### src/core/tmr_map.vh
// Register offsets, field positions, reset values and timing counts of the timer.
`ifndef TMR_MAP_VH
`define TMR_MAP_VH
`define TMR_ADDR_CTRL    5'h00
`define TMR_ADDR_CNT     5'h04
`define TMR_ADDR_OCR     5'h08
`define TMR_ADDR_STAT    5'h0C
`define TMR_ADDR_GTC     5'h10
`define TMR_ADDR_MASK    5'h14
`define TMR_ADDR_FLAG    5'h18
`define TMR_ADDR_SLEEP   5'h1C
`define TMR_CTRL_FORCE   7
`define TMR_CTRL_WGM0    6
`define TMR_CTRL_COM1    5
`define TMR_CTRL_COM0    4
`define TMR_CTRL_WGM1    3
`define TMR_STAT_EXT     4
`define TMR_STAT_ASYNC   3
`define TMR_STAT_CNT_UB  2
`define TMR_STAT_OCR_UB  1
`define TMR_STAT_CTL_UB  0
`define TMR_GTC_PSR      0
`define TMR_BIT_CMP      1
`define TMR_BIT_OVF      0
`define TMR_SLEEP_GO     0
`define TMR_MODE_NORMAL  2'h0
`define TMR_MODE_PC      2'h1
`define TMR_MODE_CTC     2'h2
`define TMR_MODE_FAST    2'h3
`define TMR_SLP_PDOWN    3'h2
`define TMR_SLP_STANDBY  3'h6
`define TMR_RST_BYTE     8'h00
`define TMR_MAX          8'hFF
`define TMR_BOTTOM       8'h00
`define TMR_XFER_EDGES   2'h2
`define TMR_HALT_CYCLES  3'h4
`define TMR_RESP_OKAY    2'h0
`define TMR_RESP_SLVERR  2'h2
`endif

### src/core/tmr_top.v
// Eight-bit timer with prescaler, asynchronous clocking and AXI4-Lite registers.
//
// Overview of operation
// Phase-correct period is 510 timer ticks times prescale factor N.
// Compare at BOTTOM gives constant low, at MAX constant high; inverted opposite.
// Leaving MAX, output at MAX takes the up-count match level.
// Starting above compare still yields the symmetric transition without a match.
// Timer clock is an enable on aclk; oscillator edges replace it when asynchronous.
// Asynchronous writes held, latched after two oscillator rising edges; no rewrite meanwhile.
// Counter, compare and control each have their own holding register.
// Compare matches suppressed while counter or compare write is pending.
// Busy flag set on write, cleared when value reaches destination.
// After wake-up, one oscillator cycle before another wake-up can occur.
// Asynchronous wake-up starts on the following timer clock cycle.
// After wake-up the processor halts four cycles, then takes the interrupt.
// Counter reads go through a register refreshed on each oscillator rising edge.
// Asynchronous flag sync takes three processor cycles plus one timer cycle.
// Compare output changes on the timer clock, not resynchronised.
// Default clock is aclk; async select uses oscillator and releases both pins.
// Software sets external clock enable when a clock, not crystal, drives the pin.
// Prescaler offers undivided, 8, 32, 64, 128, 256, 1024 and stopped.
// Writing one to prescaler reset restarts the prescaler.
// Software follows safe sequence when switching clock source.
// After power-save, software writes then waits busy clear before reading counter.
// Oscillator runs in all sleep modes except power-down and standby.
// Non-inverting phase-correct clears on up match and sets on down match.
// Phase-correct counter reverses at MAX without holding; the next timer tick takes it to 254.
// Phase-correct overflow flag set each time the counter reaches BOTTOM.
// Software access only on aclk; holding registers are the only path to oscillator timing.
//
// Register access over AXI4-Lite and the placing of the registers were left to the implementer.
`timescale 1ns/1ps
`include "tmr_map.vh"

module tmr_hold (
   // Clock and reset.
   input  wire       clk,
   input  wire       rstn,
   // Write side.
   input  wire       async_mode,
   input  wire       wr,
   input  wire [7:0] wdata,
   input  wire       osc_tick,
   // Transfer side.
   output reg  [7:0] data_reg,
   output reg        busy_reg,
   output reg        commit_reg
);
   reg [1:0] edges_reg;

   always @(posedge clk) begin
      if (!rstn) begin
         data_reg   <= `TMR_RST_BYTE;
         busy_reg   <= 1'b0;
         commit_reg <= 1'b0;
         edges_reg  <= 2'h0;
      end else begin
         commit_reg <= 1'b0;
         if (wr) begin
            data_reg <= wdata;
            if (async_mode) begin
               busy_reg  <= 1'b1;
               edges_reg <= 2'h0;
            end else begin
               commit_reg <= 1'b1;
            end
         end else if (busy_reg && osc_tick) begin
            edges_reg <= edges_reg + 2'h1;
            if (edges_reg == `TMR_XFER_EDGES - 2'h1) begin
               busy_reg   <= 1'b0;
               commit_reg <= 1'b1;
            end
         end
      end
   end
endmodule // tmr_hold

module tmr_top (
   // Clock and reset.
   input  wire        aclk,
   input  wire        aresetn,
   // AXI4-Lite write address.
   input  wire [4:0]  s_axi_awaddr,
   input  wire        s_axi_awvalid,
   output reg         s_axi_awready,
   // AXI4-Lite write data.
   input  wire [31:0] s_axi_wdata,
   input  wire [3:0]  s_axi_wstrb,
   input  wire        s_axi_wvalid,
   output reg         s_axi_wready,
   // AXI4-Lite write response.
   output reg  [1:0]  s_axi_bresp,
   output reg         s_axi_bvalid,
   input  wire        s_axi_bready,
   // AXI4-Lite read address.
   input  wire [4:0]  s_axi_araddr,
   input  wire        s_axi_arvalid,
   output reg         s_axi_arready,
   // AXI4-Lite read data.
   output reg  [31:0] s_axi_rdata,
   output reg  [1:0]  s_axi_rresp,
   output reg         s_axi_rvalid,
   input  wire        s_axi_rready,
   // Oscillator pins.
   input  wire        osc_in_pin,
   output reg         osc_pins_released,
   output reg         osc_amp_enable,
   output reg         ext_clock_buffer_enable,
   // Waveform output.
   output reg         compare_output,
   output reg         compare_output_enable,
   // Processor side.
   output reg         timer_irq,
   output reg         wake_req,
   output reg         cpu_halt
);
   reg        osc_meta_reg;
   reg        osc_sync_reg;
   reg        osc_prev_reg;
   reg        osc_run_reg;
   reg        async_reg;
   reg        ext_reg;
   reg [6:0]  ctrl_reg;
   reg [7:0]  cnt_reg;
   reg [7:0]  cnt_rd_reg;
   reg [7:0]  ocr_reg;
   reg [7:0]  ocr_act_reg;
   reg        dir_reg;
   reg        block_reg;
   reg [9:0]  pre_reg;
   reg [1:0]  mask_reg;
   reg [1:0]  flag_reg;
   reg [2:0]  cmp_pipe_reg;
   reg [2:0]  ovf_pipe_reg;
   reg        sleeping_reg;
   reg [2:0]  slp_mode_reg;
   reg        wake_pend_reg;
   reg        armed_reg;
   reg [2:0]  halt_cnt_reg;
   reg        aw_got_reg;
   reg        w_got_reg;
   reg [4:0]  awaddr_reg;
   reg [7:0]  wbyte_reg;
   reg        wlane_reg;
   reg [31:0] rd_mux;
   reg        rd_ok;
   reg        wr_ok;
   reg        tick;
   reg [7:0]  cnt_next;
   reg        dir_next;
   reg [7:0]  ocr_next;
   reg        lvl;
   wire       osc_tick;
   wire       src_tick;
   wire       wr_fire;
   wire       wr_lane;
   wire       ctl_wr;
   wire       cnt_wr;
   wire       ocr_wr;
   wire [7:0] ctl_hold;
   wire [7:0] cnt_hold;
   wire [7:0] ocr_hold;
   wire       ctl_busy;
   wire       cnt_busy;
   wire       ocr_busy;
   wire       ctl_commit;
   wire       cnt_commit;
   wire       ocr_commit;
   wire [1:0] wgm;
   wire       pwm;
   wire       match;
   wire       cmp_ev;
   wire       ovf_ev;
   wire [1:0] flag_set;
   wire       irq_cond;
   wire       wake_now;

   assign osc_tick = osc_sync_reg & ~osc_prev_reg & osc_run_reg;
   assign src_tick = async_reg ? osc_tick : 1'b1;
   assign wgm      = {ctrl_reg[`TMR_CTRL_WGM1], ctrl_reg[`TMR_CTRL_WGM0]};
   assign pwm      = (wgm == `TMR_MODE_PC) || (wgm == `TMR_MODE_FAST);
   assign wr_fire  = aw_got_reg & w_got_reg & ~s_axi_bvalid;
   assign wr_lane  = wr_fire & wlane_reg;
   assign ctl_wr   = wr_lane && (awaddr_reg == `TMR_ADDR_CTRL);
   assign cnt_wr   = wr_lane && (awaddr_reg == `TMR_ADDR_CNT);
   assign ocr_wr   = wr_lane && (awaddr_reg == `TMR_ADDR_OCR);

   // Oscillator pin synchroniser and edge detector.
   always @(posedge aclk) begin
      if (!aresetn) begin
         osc_meta_reg <= 1'b0;
         osc_sync_reg <= 1'b0;
         osc_prev_reg <= 1'b0;
      end else begin
         osc_meta_reg <= osc_in_pin;
         osc_sync_reg <= osc_meta_reg;
         osc_prev_reg <= osc_sync_reg;
      end
   end

   // Holding registers, one per destination.
   tmr_hold u_hold_ctl (
      .clk        (aclk),
      .rstn       (aresetn),
      .async_mode (async_reg),
      .wr         (ctl_wr),
      .wdata      (wbyte_reg),
      .osc_tick   (osc_tick),
      .data_reg   (ctl_hold),
      .busy_reg   (ctl_busy),
      .commit_reg (ctl_commit)
   );
   tmr_hold u_hold_cnt (
      .clk        (aclk),
      .rstn       (aresetn),
      .async_mode (async_reg),
      .wr         (cnt_wr),
      .wdata      (wbyte_reg),
      .osc_tick   (osc_tick),
      .data_reg   (cnt_hold),
      .busy_reg   (cnt_busy),
      .commit_reg (cnt_commit)
   );
   tmr_hold u_hold_ocr (
      .clk        (aclk),
      .rstn       (aresetn),
      .async_mode (async_reg),
      .wr         (ocr_wr),
      .wdata      (wbyte_reg),
      .osc_tick   (osc_tick),
      .data_reg   (ocr_hold),
      .busy_reg   (ocr_busy),
      .commit_reg (ocr_commit)
   );

   // Prescaler and clock select.
   always @(posedge aclk) begin
      if (!aresetn) begin
         pre_reg <= 10'h000;
      end else if (wr_lane && (awaddr_reg == `TMR_ADDR_GTC) &&
                   wbyte_reg[`TMR_GTC_PSR]) begin
         pre_reg <= 10'h000;
      end else if (src_tick) begin
         pre_reg <= pre_reg + 10'h001;
      end
   end

   always @* begin
      case (ctrl_reg[2:0])
         3'h0: tick = 1'b0;
         3'h1: tick = src_tick;
         3'h2: tick = src_tick & (&pre_reg[2:0]);
         3'h3: tick = src_tick & (&pre_reg[4:0]);
         3'h4: tick = src_tick & (&pre_reg[5:0]);
         3'h5: tick = src_tick & (&pre_reg[6:0]);
         3'h6: tick = src_tick & (&pre_reg[7:0]);
         default: tick = src_tick & (&pre_reg[9:0]);
      endcase
   end

   // Next count, direction and active compare value.
   always @* begin
      cnt_next = cnt_reg + 8'h01;
      dir_next = dir_reg;
      case (wgm)
         `TMR_MODE_PC: begin
            if (dir_reg) begin
               if (cnt_reg == `TMR_MAX) begin
                  dir_next = 1'b0;
                  cnt_next = cnt_reg - 8'h01;
               end
            end else if (cnt_reg == `TMR_BOTTOM) begin
               dir_next = 1'b1;
            end else begin
               cnt_next = cnt_reg - 8'h01;
            end
         end
         `TMR_MODE_CTC: begin
            if (cnt_reg == ocr_act_reg)
               cnt_next = `TMR_BOTTOM;
         end
         default: cnt_next = cnt_reg + 8'h01;
      endcase
      ocr_next = ocr_act_reg;
      if (!pwm ||
          ((wgm == `TMR_MODE_PC) && (cnt_next == `TMR_MAX)) ||
          ((wgm == `TMR_MODE_FAST) && (cnt_next == `TMR_BOTTOM)))
         ocr_next = ocr_reg;
      if (wgm == `TMR_MODE_PC)
         lvl = (ocr_next == `TMR_MAX) || (cnt_next < ocr_next);
      else
         lvl = (cnt_next <= ocr_next);
   end

   assign match  = (cnt_reg == ocr_act_reg) & ~block_reg & ~cnt_busy & ~ocr_busy;
   assign cmp_ev = tick & match;
   assign ovf_ev = tick & (cnt_next == `TMR_BOTTOM) &
                   ((wgm == `TMR_MODE_PC) || (cnt_reg == `TMR_MAX));

   // Counter, waveform and control destination registers.
   always @(posedge aclk) begin
      if (!aresetn) begin
         ctrl_reg       <= 7'h00;
         cnt_reg        <= `TMR_RST_BYTE;
         ocr_reg        <= `TMR_RST_BYTE;
         ocr_act_reg    <= `TMR_RST_BYTE;
         dir_reg        <= 1'b1;
         block_reg      <= 1'b0;
         compare_output <= 1'b0;
      end else begin
         if (ocr_commit)
            ocr_reg <= ocr_hold;
         if (ctl_commit)
            ctrl_reg <= ctl_hold[6:0];
         if (cnt_commit) begin
            cnt_reg   <= cnt_hold;
            block_reg <= 1'b1;
         end else if (tick) begin
            cnt_reg     <= cnt_next;
            dir_reg     <= dir_next;
            ocr_act_reg <= ocr_next;
            block_reg   <= 1'b0;
         end
         if (tick && pwm && ctrl_reg[`TMR_CTRL_COM1]) begin
            compare_output <= lvl ^ ctrl_reg[`TMR_CTRL_COM0];
         end else if (!pwm && (cmp_ev ||
                      (ctl_commit && ctl_hold[`TMR_CTRL_FORCE]))) begin
            case (ctrl_reg[5:4])
               2'h1: compare_output <= ~compare_output;
               2'h2: compare_output <= 1'b0;
               2'h3: compare_output <= 1'b1;
               default: compare_output <= compare_output;
            endcase
         end
      end
   end

   // Counter readback, flags and their synchronisation delay.
   assign flag_set[`TMR_BIT_CMP] = async_reg ? cmp_pipe_reg[2] : cmp_ev;
   assign flag_set[`TMR_BIT_OVF] = async_reg ? ovf_pipe_reg[2] : ovf_ev;
   assign irq_cond = |(flag_reg & mask_reg);
   assign wake_now = wake_pend_reg & (osc_tick | ~async_reg);

   always @(posedge aclk) begin
      if (!aresetn) begin
         cnt_rd_reg   <= `TMR_RST_BYTE;
         cmp_pipe_reg <= 3'h0;
         ovf_pipe_reg <= 3'h0;
         flag_reg     <= 2'h0;
         mask_reg     <= 2'h0;
      end else begin
         if (!async_reg || osc_tick)
            cnt_rd_reg <= cnt_reg;
         cmp_pipe_reg <= {cmp_pipe_reg[1:0], cmp_ev};
         ovf_pipe_reg <= {ovf_pipe_reg[1:0], ovf_ev};
         if (wr_lane && (awaddr_reg == `TMR_ADDR_MASK))
            mask_reg <= wbyte_reg[1:0];
         if (wr_lane && (awaddr_reg == `TMR_ADDR_FLAG))
            flag_reg <= flag_set | (flag_reg & ~wbyte_reg[1:0]);
         else
            flag_reg <= flag_set | flag_reg;
      end
   end

   // Clock source, sleep and wake-up control.
   always @(posedge aclk) begin
      if (!aresetn) begin
         async_reg               <= 1'b0;
         ext_reg                 <= 1'b0;
         osc_run_reg             <= 1'b0;
         osc_pins_released       <= 1'b0;
         osc_amp_enable          <= 1'b0;
         ext_clock_buffer_enable <= 1'b0;
         compare_output_enable   <= 1'b0;
         sleeping_reg            <= 1'b0;
         slp_mode_reg            <= 3'h0;
         wake_pend_reg           <= 1'b0;
         armed_reg               <= 1'b1;
         halt_cnt_reg            <= 3'h0;
         wake_req                <= 1'b0;
         cpu_halt                <= 1'b0;
         timer_irq               <= 1'b0;
      end else begin
         if (wr_lane && (awaddr_reg == `TMR_ADDR_STAT)) begin
            async_reg <= wbyte_reg[`TMR_STAT_ASYNC];
            ext_reg   <= wbyte_reg[`TMR_STAT_EXT];
         end
         osc_run_reg <= async_reg & ~(sleeping_reg &
                        ((slp_mode_reg == `TMR_SLP_PDOWN) ||
                         (slp_mode_reg == `TMR_SLP_STANDBY)));
         osc_pins_released       <= async_reg;
         osc_amp_enable          <= async_reg & osc_run_reg & ~ext_reg;
         ext_clock_buffer_enable <= async_reg & osc_run_reg & ext_reg;
         compare_output_enable   <= |ctrl_reg[5:4];
         if (!async_reg || osc_tick)
            armed_reg <= 1'b1;
         wake_req <= 1'b0;
         if (wake_now) begin
            sleeping_reg  <= 1'b0;
            wake_pend_reg <= 1'b0;
            armed_reg     <= 1'b0;
            wake_req      <= 1'b1;
            halt_cnt_reg  <= `TMR_HALT_CYCLES;
            cpu_halt      <= 1'b1;
         end else begin
            if (wr_lane && (awaddr_reg == `TMR_ADDR_SLEEP) &&
                wbyte_reg[`TMR_SLEEP_GO]) begin
               sleeping_reg <= 1'b1;
               slp_mode_reg <= wbyte_reg[3:1];
            end
            if (sleeping_reg && armed_reg && irq_cond)
               wake_pend_reg <= 1'b1;
            if (halt_cnt_reg != 3'h0) begin
               halt_cnt_reg <= halt_cnt_reg - 3'h1;
               cpu_halt     <= (halt_cnt_reg != 3'h1);
            end
         end
         timer_irq <= irq_cond & ~cpu_halt & ~sleeping_reg;
      end
   end

   // Read data selection.
   always @* begin
      rd_mux = 32'h00000000;
      rd_ok  = 1'b1;
      case (s_axi_araddr)
         `TMR_ADDR_CTRL:  rd_mux[6:0] = ctrl_reg;
         `TMR_ADDR_CNT:   rd_mux[7:0] = cnt_rd_reg;
         `TMR_ADDR_OCR:   rd_mux[7:0] = ocr_reg;
         `TMR_ADDR_STAT:  rd_mux[4:0] = {ext_reg, async_reg,
                                         cnt_busy, ocr_busy, ctl_busy};
         `TMR_ADDR_GTC:   rd_mux = 32'h00000000;
         `TMR_ADDR_MASK:  rd_mux[1:0] = mask_reg;
         `TMR_ADDR_FLAG:  rd_mux[1:0] = flag_reg;
         `TMR_ADDR_SLEEP: rd_mux[3:0] = {slp_mode_reg, sleeping_reg};
         default:         rd_ok = 1'b0;
      endcase
   end

   always @* begin
      case (awaddr_reg)
         `TMR_ADDR_CTRL, `TMR_ADDR_CNT, `TMR_ADDR_OCR, `TMR_ADDR_STAT,
         `TMR_ADDR_GTC, `TMR_ADDR_MASK, `TMR_ADDR_FLAG,
         `TMR_ADDR_SLEEP: wr_ok = 1'b1;
         default:         wr_ok = 1'b0;
      endcase
   end

   // AXI4-Lite write channels.
   always @(posedge aclk) begin
      if (!aresetn) begin
         s_axi_awready <= 1'b0;
         s_axi_wready  <= 1'b0;
         s_axi_bvalid  <= 1'b0;
         s_axi_bresp   <= `TMR_RESP_OKAY;
         aw_got_reg    <= 1'b0;
         w_got_reg     <= 1'b0;
         awaddr_reg    <= 5'h00;
         wbyte_reg     <= `TMR_RST_BYTE;
         wlane_reg     <= 1'b0;
      end else begin
         if (s_axi_awvalid && s_axi_awready) begin
            aw_got_reg    <= 1'b1;
            awaddr_reg    <= s_axi_awaddr;
            s_axi_awready <= 1'b0;
         end else if (!aw_got_reg && !s_axi_bvalid) begin
            s_axi_awready <= 1'b1;
         end
         if (s_axi_wvalid && s_axi_wready) begin
            w_got_reg    <= 1'b1;
            wbyte_reg    <= s_axi_wdata[7:0];
            wlane_reg    <= s_axi_wstrb[0];
            s_axi_wready <= 1'b0;
         end else if (!w_got_reg && !s_axi_bvalid) begin
            s_axi_wready <= 1'b1;
         end
         if (wr_fire) begin
            aw_got_reg   <= 1'b0;
            w_got_reg    <= 1'b0;
            s_axi_bvalid <= 1'b1;
            s_axi_bresp  <= wr_ok ? `TMR_RESP_OKAY : `TMR_RESP_SLVERR;
         end else if (s_axi_bvalid && s_axi_bready) begin
            s_axi_bvalid <= 1'b0;
         end
      end
   end

   // AXI4-Lite read channels.
   always @(posedge aclk) begin
      if (!aresetn) begin
         s_axi_arready <= 1'b0;
         s_axi_rvalid  <= 1'b0;
         s_axi_rdata   <= 32'h00000000;
         s_axi_rresp   <= `TMR_RESP_OKAY;
      end else if (s_axi_arvalid && s_axi_arready) begin
         s_axi_arready <= 1'b0;
         s_axi_rvalid  <= 1'b1;
         s_axi_rdata   <= rd_mux;
         s_axi_rresp   <= rd_ok ? `TMR_RESP_OKAY : `TMR_RESP_SLVERR;
      end else if (s_axi_rvalid && s_axi_rready) begin
         s_axi_rvalid <= 1'b0;
      end else if (!s_axi_rvalid) begin
         s_axi_arready <= 1'b1;
      end
   end
endmodule // tmr_top

### config.mk
export PLATFORM = sky130hd
export DESIGN_NAME = tmr_top
export DESIGN_NICKNAME = d
export VERILOG_FILES = /design/src/core/tmr_top.v
export VERILOG_INCLUDE_DIRS = /design/src /design/src/core
export SDC_FILE = /design/constraint.sdc
export NUM_CORES = 1
export LEC_CHECK = 0
export BUFFER_PORTS_ARGS = -buffer_cell sky130_fd_sc_hd__buf_4
export CAP_MARGIN = 25
export CORE_UTILIZATION = 58
export CTS_BUF_LIST = sky130_fd_sc_hd__clkbuf_4 sky130_fd_sc_hd__clkbuf_8 sky130_fd_sc_hd__clkbuf_16
export CTS_CLUSTER_DIAMETER = 100
export CTS_CLUSTER_SIZE = 10
export DETAILED_ROUTE_END_ITERATION = 8
export GPL_TIMING_DRIVEN = 0
export HOLD_SLACK_MARGIN = 0.02
export PLACE_DENSITY = 0.83
export SETUP_SLACK_MARGIN = 0.15
export SLEW_MARGIN = 10
export SYNTH_ARGS = -nofsm -noshare
export SYNTH_HDL_FRONTEND = slang
export SYNTH_HIERARCHICAL = 1
export SYNTH_SLANG_ARGS = --single-unit
### constraint.sdc
create_clock -name aclk -period 5.56 [get_ports aclk]
set_clock_uncertainty 0.2 [all_clocks]
set_input_delay 0.556 -clock aclk [delete_from_list [all_inputs] [get_ports aclk]]
set_output_delay 0.556 -clock aclk [all_outputs]
set_load 0.005 [all_outputs]
# Word-level counts from Yosys, hierarchy flattened

Memory sizes are Yosys's and may differ from the RTL's. A register that Yosys moved wholly into a read port is not among the register bits.
Index checks and enable logic that the tools add are counted.

Register bits after elaboration: 153
ROM bits: 32
Input port bits: 54
Output and inout bits: 49
Logic and storage cells: 310
Memories kept: 1

Memory list:

| name            | depth | bits a word | read ports | clocked after Yosys merged registers in | wr ports | line          | source |
|---|---|---|---|---|---|---|---|
| (no name shown) | 32    | 1           | 1          | 1                                       | 0        | tmr_top.v:441 | `case (awaddr_reg)` |

$add $sub $neg: 7
Magnitude comparators: 2
Equality and inequality tests: 39
Muxes and demuxes: 70
Bitwise gates (word level): 48
Reduce and logical (&&, ||, !) cells: 86

Operator list:

| cell                                                | count |
|---|---|
| two-way mux 8 bit                                   | 7 |
| two-way mux 1 bit                                   | 41 |
| equality test 5 bit, second input constant          | 8 |
| logical AND 1 bit                                   | 28 |
| bitwise AND 1 bit                                   | 25 |
| equality test 8 bit, second input constant          | 3 |
| nonzero test 2 bit                                  | 12 |
| equality test 5 x 4 -> 1 bit, second input constant | 4 |
| two-way mux 2 bit                                   | 10 |
| zero test 8 bit                                     | 2 |
| inverter 1 bit                                      | 16 |
| case mux 8 bit (2 select lines)                     | 1 |
| OR reduction 2 bit                                  | 8 |
| AND reduction 3 bit                                 | 5 |
| case mux 2 bit (7 select lines)                     | 1 |
| AND reduction 2 bit                                 | 7 |
| equality test 3 bit, second input constant          | 4 |
| adder 10 x 1 -> 10 bit, second input constant       | 1 |
| equality test 2 x 1 -> 1 bit, second input constant | 5 |
| equality test 5 x 3 -> 1 bit, second input constant | 2 |
| zero test 5 bit                                     | 2 |
| two-way mux 5 bit                                   | 2 |
| case mux 2 bit (5 select lines)                     | 1 |
| AND reduction 10 bit                                | 1 |
| other kinds (33)                                    | 56 |

# Depth between registers and ports, before layout

Depth in word-level cells: 14
Gate-level depth with buffers: 25

# By module

Netlist, hierarchy kept.

Modules (own cells, without submodules):

| module   | instances | cells each | area each (um^2) | sequential area each (um^2) |
|---|---|---|---|---|
| tmr_top  | 1         | 742        | 6,311.1          | 2,322.2 |
| tmr_hold | 3         | 51         | 519.2            | 240.2 |

# Worst setup path after synthesis

No wires, ideal clock.

Kind: reg2reg
Start point: reg cnt_reg[0]
End point: reg compare_output
Data arrival time: 4,327 ps
Slack: 955 ps
Stages on the path, launching flop included: 25
Path buffers: 3
Clock period less this slack: 4,605 ps
Cells stage by stage: dfxtp_1 buf_2 inv_1 ha_1 buf_2 or3b_2 o31ai_2 a21oi_2 and2_4 o21ai_1 nand4_1 o311ai_4 buf_6 mux2i_1 ha_1 a21o_1 a21oi_1 nor2b_1 o21ai_0 nand2b_1 o21ai_0 o31ai_1 a311o_1 mux2i_1 nor3_1

Longest elaborated chain between the ends: 14

Ends and longest elaborated chain:

| item                                                      | line                         | source |
|---|---|---|
| start: declaration                                        | tmr_top.v:124                | `reg [7:0] cnt_reg;` |
| start signal: assignment                                  | tmr_top.v:304                | `` cnt_reg <= `TMR_RST_BYTE; `` |
| start signal: assignment                                  | tmr_top.v:316                | `cnt_reg <= cnt_hold;` |
| start signal: assignment                                  | tmr_top.v:319                | `cnt_reg <= cnt_next;` |
| subtractor 8 x 1 -> 8 bit, or another cell as far along   | tmr_top.v:270, tmr_top.v:275 |  |
| two-way mux 8 bit, on equally long branches               | tmr_top.v:272, tmr_top.v:268 |  |
| two-way mux 8 bit                                         | tmr_top.v:267                | `if (dir_reg) begin` |
| case mux 8 bit (2 select lines)                           | tmr_top.v:265                | `case (wgm)` |
| equality test 8 bit (no line)                             | n/a                          |  |
| logical AND 1 bit                                         | tmr_top.v:286                | `` ((wgm == `TMR_MODE_PC) && (cnt_next == `TMR_MAX)) \|\| `` |
| logical OR 1 bit (2 in a row)                             | tmr_top.v:285                | `if (!pwm \|\|` |
| two-way mux 8 bit                                         | tmr_top.v:285                |  |
| < comparator 8 bit or equality test 8 bit (tied branches) | n/a                          |  |
| logical OR 1 bit                                          | tmr_top.v:290                | `` lvl = (ocr_next == `TMR_MAX) \|\| (cnt_next < ocr_next); `` |
| two-way mux 1 bit                                         | tmr_top.v:289                | `` if (wgm == `TMR_MODE_PC) `` |
| bitwise XOR 1 bit                                         | tmr_top.v:325                | `` compare_output <= lvl ^ ctrl_reg[`TMR_CTRL_COM0]; `` |
| two-way mux 1 bit                                         | tmr_top.v:324                | `` if (tick && pwm && ctrl_reg[`TMR_CTRL_COM1]) begin `` |
| end signal: assignment                                    | tmr_top.v:325                |  |
| end signal: assignment                                    | tmr_top.v:329                | `2'h1: compare_output <= ~compare_output;` |
| end signal: assignment                                    | tmr_top.v:332                | `default: compare_output <= compare_output;` |
| end: declaration                                          | tmr_top.v:110                | `output reg compare_output,` |

Parallel ways exist; a longest one is shown, timed or not.
A chain may end at the register's enable or synchronous reset.

# Final worst setup path

Same ends and word-level chain as after synthesis.

==> load_flow_metrics.sql <==
INSERT INTO impl_metrics (metric_group, metric, value, unit) VALUES
('detailed_routing', 'drcViolationCount', '0', ''),
('power', 'ir_worst_vdd', '288', 'µV'),
('critical_path', 'reg2reg_capture_point', 'compare_output', ''),
('logic_synthesis', 'synth.distinct_cells', '71', ''),
('job', 'max_cap_viol_count', '0', ''),
('detailed_routing', 'wl_per_cell', '16.7', 'µm'),
('worst_hold_path', 'worst_hold_path_type', 'in2reg', ''),
('logic_synthesis', 'post_synth_inst_count', '895', ''),
('cells_and_area', 'finalNetCount', '1071', ''),
('global_routing', 'grt_antenna_before_repair', '0', ''),
('timing', 'tightest_slew', '0.936', 'ns'),
('placement', 'port_buffers', '48', ''),
('floorplan', 'row_count', '42', ''),
('logic_synthesis', 'avgSynthCellArea', '8.79', 'µm²'),
('detailed_routing', 'postRouteAntennaNets', '0', ''),
('detailed_routing', 'wirelength', '19800', 'µm'),
('cells_and_area', 'synthToLayoutAreaGrowth', '17.2', '%'),
('clock_network', 'clk-insertion-delay-late', '0.42', 'ns'),
('logic_synthesis', 'yosysTopAreaCell', 'sky130_fd_sc_hd__dfxtp_1', ''),
('timing', 'maxSlewViolCount', '0', ''),
('power', 'leakagePower', '0.00358', 'µW'),
('timing', 'maximum_frequency_from_static_timing_analysis', '192', 'MHz'),
('cells_and_area', 'largest_reg_flops', '10', ''),
('clock_network', 'clock_buffer_count_from_cts', '17', ''),
('global_routing', 'wire_length_of_the_first_global_routing_pass', '31300', 'µm'),
('clock_network', 'htree_num_levels', '4', ''),
('logic_synthesis', 'synth_top_area_share', '38.7', '%'),
('floorplan', 'initial_core_util', '59.4', '%'),
('placement', 'placedCellCount', '1145', ''),
('floorplan', 'dieArea', '0.0140', 'mm²'),
('detailed_routing', 'detailroute.via_count', '6778', ''),
('critical_path', 'crit_path_class', 'reg2reg', ''),
('clock_network', 'cts.sink_count', '152', ''),
('cells_and_area', 'filler_cells_inserted', '1024', ''),
('timing', 'final_min_period_over_clock_period', '93.6', '%'),
('detailed_routing', 'drt-vias-per-instance', '5.72', ''),
('global_routing', 'grt.total_usage', '28.6', '%'),
('critical_path', 'type_of_destination_of_the_critical_path', 'flop', ''),
('timing', 'setup_repair_after_global_routing_missed_its_margin', 'no', ''),
('floorplan', 'placeableCoreArea', '0.0132', 'mm²'),
('floorplan', 'number_of_placed_i_o_pins', '103', ''),
('critical_path', 'cp.arrival', '5.35', 'ns'),
('cells_and_area', 'antennaDiodeCount', '0', ''),
('critical_path', 'ff2ff_path_depth', '24', ''),
('critical_path', 'setup_slack_of_the_worst_register_to_register_path', '0.36', 'ns'),
('global_routing', 'via_count_of_the_first_global_routing_pass', '6252', ''),
('power', 'power', '2410', 'µW'),
('logic_synthesis', 'yosys_warnings', '6', ''),
('placement', 'gp_congestion', '0.930', ''),
('logic_synthesis', 'synth-seq-cells', '152', ''),
('critical_path', 'critical_path_startpoint_category', 'flop', ''),
('timing', 'finalSetupViolCount', '0', ''),
('logic_synthesis', 'synth.yosys.seq_area_share', '38.7', '%'),
('clock_network', 'tritoncts', 'built', ''),
('global_routing', 'grt-ovfl-total', '0', ''),
('timing', 'slew_headroom', '37.2', '%'),
('timing', 'report.final.hold_viol_count', '0', ''),
('cells_and_area', 'fin_cells', '1184', ''),
('worst_hold_path', 'hold_depth', '2', ''),
('critical_path', 'path_max_fanout', '9', ''),
('clock_network', 'cts.clk_slew.worst_paths', '0.06', 'ns'),
('timing', 'setup_total_negative_slack', '0', 'ns'),
('critical_path', 'crit-reg2reg-launch', 'cnt_reg[0]', ''),
('worst_hold_path', 'worstHoldEndpoint', 'osc_meta_reg', ''),
('power', 'powerDensity', '261', 'mW/mm²'),
('cells_and_area', 'drive_above_1_share', '16.2', '%'),
('status', 'outcome', 'completed', ''),
('logic_synthesis', 'synth_common_cells', '152 x sky130_fd_sc_hd__dfxtp_1, 114 x sky130_fd_sc_hd__nand2_1, 73 x sky130_fd_sc_hd__mux2i_1, 67 x sky130_fd_sc_hd__nor2b_1, 47 x sky130_fd_sc_hd__nor2_1', ''),
('worst_hold_path', 'timing.hold.worst.start', 'osc_in_pin', ''),
('logic_synthesis', 'synth-edff-count', '0', ''),
('floorplan', 'dieWidth', '118', 'µm');
repair_timing:
action,4_1_cts,5_1_grt
endpoints found under the setup margin,0,1
resized for setup,0,11
buffers inserted,0,7
power by group:
group	switching [µW]	internal, µW
logic	76.0	72.8
registers	21.8	1110
clock network	469	659
total	567	1840
area by class of cell:
cell class	instances	area, µm²	share of cell area [%]
timing repair buffer	56	420	4.56
multi-input combinational	667	4400	47.7
clock inverter	15	154	1.67
tap	176	220	2.39
inverter	25	96.3	1.04
clock buffer	17	425	4.61
buffer	76	463	5.02
sequential	152	3040	33.0
layer usage:
layer  global-route usage, %  routed length (µm)  vias to the layer above
li1                        -                   -                     3260
met1                    37.2                8600                     3184
met2                    45.7                9160                      285
met3                    6.66                1420                       49
met4                    11.8                 618                        0
met5                       0                   0                        -
critical path, cell delays in order, from the launching register on:
cell,delay (ns)
sky130_fd_sc_hd__dfxtp_1,0.32
sky130_fd_sc_hd__clkbuf_4,0.21
sky130_fd_sc_hd__inv_4,0.11
sky130_fd_sc_hd__ha_1,0.14
sky130_fd_sc_hd__clkbuf_4,0.19
sky130_fd_sc_hd__or3b_2,0.51
sky130_fd_sc_hd__nor2_1,0.25
sky130_fd_sc_hd__or3_4,0.21
sky130_fd_sc_hd__nor3_2,0.05
sky130_fd_sc_hd__o32ai_2,0.38
sky130_fd_sc_hd__nand4_1,0.20
sky130_fd_sc_hd__o311ai_4,0.14
sky130_fd_sc_hd__buf_6,0.19
sky130_fd_sc_hd__mux2i_4,0.23
sky130_fd_sc_hd__ha_1,0.26
sky130_fd_sc_hd__a21o_1,0.15
sky130_fd_sc_hd__a21oi_1,0.15
sky130_fd_sc_hd__nor2b_1,0.06
sky130_fd_sc_hd__o21ai_0,0.20
sky130_fd_sc_hd__nand2b_1,0.14
sky130_fd_sc_hd__o21ai_0,0.10
sky130_fd_sc_hd__o31ai_1,0.09
sky130_fd_sc_hd__a311o_1,0.35
sky130_fd_sc_hd__mux2i_1,0.13
sky130_fd_sc_hd__nor3_1,0.15
worst max path at each step:
stage / startpoint / end / cells past startpoint
CTS: cnt_reg[1] / compare_output / 25
floorplan: cnt_reg[0] / compare_output / 24
detailed placement: cnt_reg[1] / compare_output / 25
global placement: cnt_reg[1] / compare_output / 25
global route: ctrl_reg[3] / compare_output / 22
finish: cnt_reg[0] / compare_output / 24
kinds of logic (layout without fill, tap and decap cells):
group                    Yosys count  in the layout  share of synthesized area [%]
AND/OR/NAND/NOR                  361            361                           23.5
AO/OA/AOI/OAI                    158            158                           14.2
flip-flops                       152            152                           38.7
buffers and inverters            101            189                           7.00
multiplexers                      81             81                           11.0
adder cells (fa/ha/maj)           22             22                           3.50
XOR/XNOR                          19             19                           2.11
other                              1             26                         0.0477
metrics by stage:
step | hold WS (ns) | instance area, µm² | utilization, % | worst slack, ns
3_5_place_dp | 0.222 | 8550 | 64.6 | 0.245
4_1_cts | 0.128 | 9130 | 68.9 | 0.210
2_1_floorplan | 0.212 | 7960 | - | 0.955
6_report | 0.139 | 9220 | 69.7 | 0.356
3_3_place_gp | 0.214 | 8540 | 64.5 | 0.308
5_1_grt | 0.126 | 9220 | 69.7 | 0.0921
placed cells by master, fill, tap and decap left out, types with 4 or more instances in the layout:
| cell type | Yosys | final |
|---|---|---|
| sky130_fd_sc_hd__conb_1 | 1 | 26 |
| sky130_fd_sc_hd__xnor2_1 | 13 | 13 |
| sky130_fd_sc_hd__a21oi_1 | 25 | 25 |
| sky130_fd_sc_hd__buf_6 | 8 | 8 |
| sky130_fd_sc_hd__o21ai_0 | 30 | 30 |
| sky130_fd_sc_hd__inv_1 | 24 | 23 |
| sky130_fd_sc_hd__o21ai_1 | 4 | 4 |
| sky130_fd_sc_hd__nand4_1 | 15 | 15 |
| sky130_fd_sc_hd__a21boi_0 | 33 | 33 |
| sky130_fd_sc_hd__mux4_2 | 4 | 4 |
| sky130_fd_sc_hd__and2_1 | 23 | 23 |
| sky130_fd_sc_hd__a31oi_1 | 5 | 5 |
| sky130_fd_sc_hd__nand3_1 | 28 | 28 |
| sky130_fd_sc_hd__ha_1 | 22 | 22 |
| sky130_fd_sc_hd__nand2_1 | 114 | 114 |
| sky130_fd_sc_hd__o21a_1 | 10 | 10 |
| sky130_fd_sc_hd__mux2i_1 | 73 | 72 |
| sky130_fd_sc_hd__nor3b_1 | 4 | 4 |
| sky130_fd_sc_hd__nor2b_1 | 67 | 67 |
| sky130_fd_sc_hd__nand2_2 | 5 | 5 |
| sky130_fd_sc_hd__clkinvlp_4 | 0 | 7 |
| sky130_fd_sc_hd__xor2_1 | 6 | 6 |
| sky130_fd_sc_hd__nand2b_1 | 7 | 7 |
| sky130_fd_sc_hd__a22oi_1 | 11 | 11 |
| sky130_fd_sc_hd__dfxtp_1 | 152 | 152 |
| sky130_fd_sc_hd__o211a_1 | 8 | 8 |
| sky130_fd_sc_hd__nor2_1 | 47 | 47 |
| sky130_fd_sc_hd__clkbuf_16 | 0 | 17 |
| sky130_fd_sc_hd__buf_4 | 28 | 84 |
| sky130_fd_sc_hd__and3_1 | 10 | 10 |
| sky130_fd_sc_hd__clkbuf_1 | 33 | 32 |
| sky130_fd_sc_hd__nor3_1 | 17 | 17 |
No activity file was read; power rests on OpenSTA's default activity.
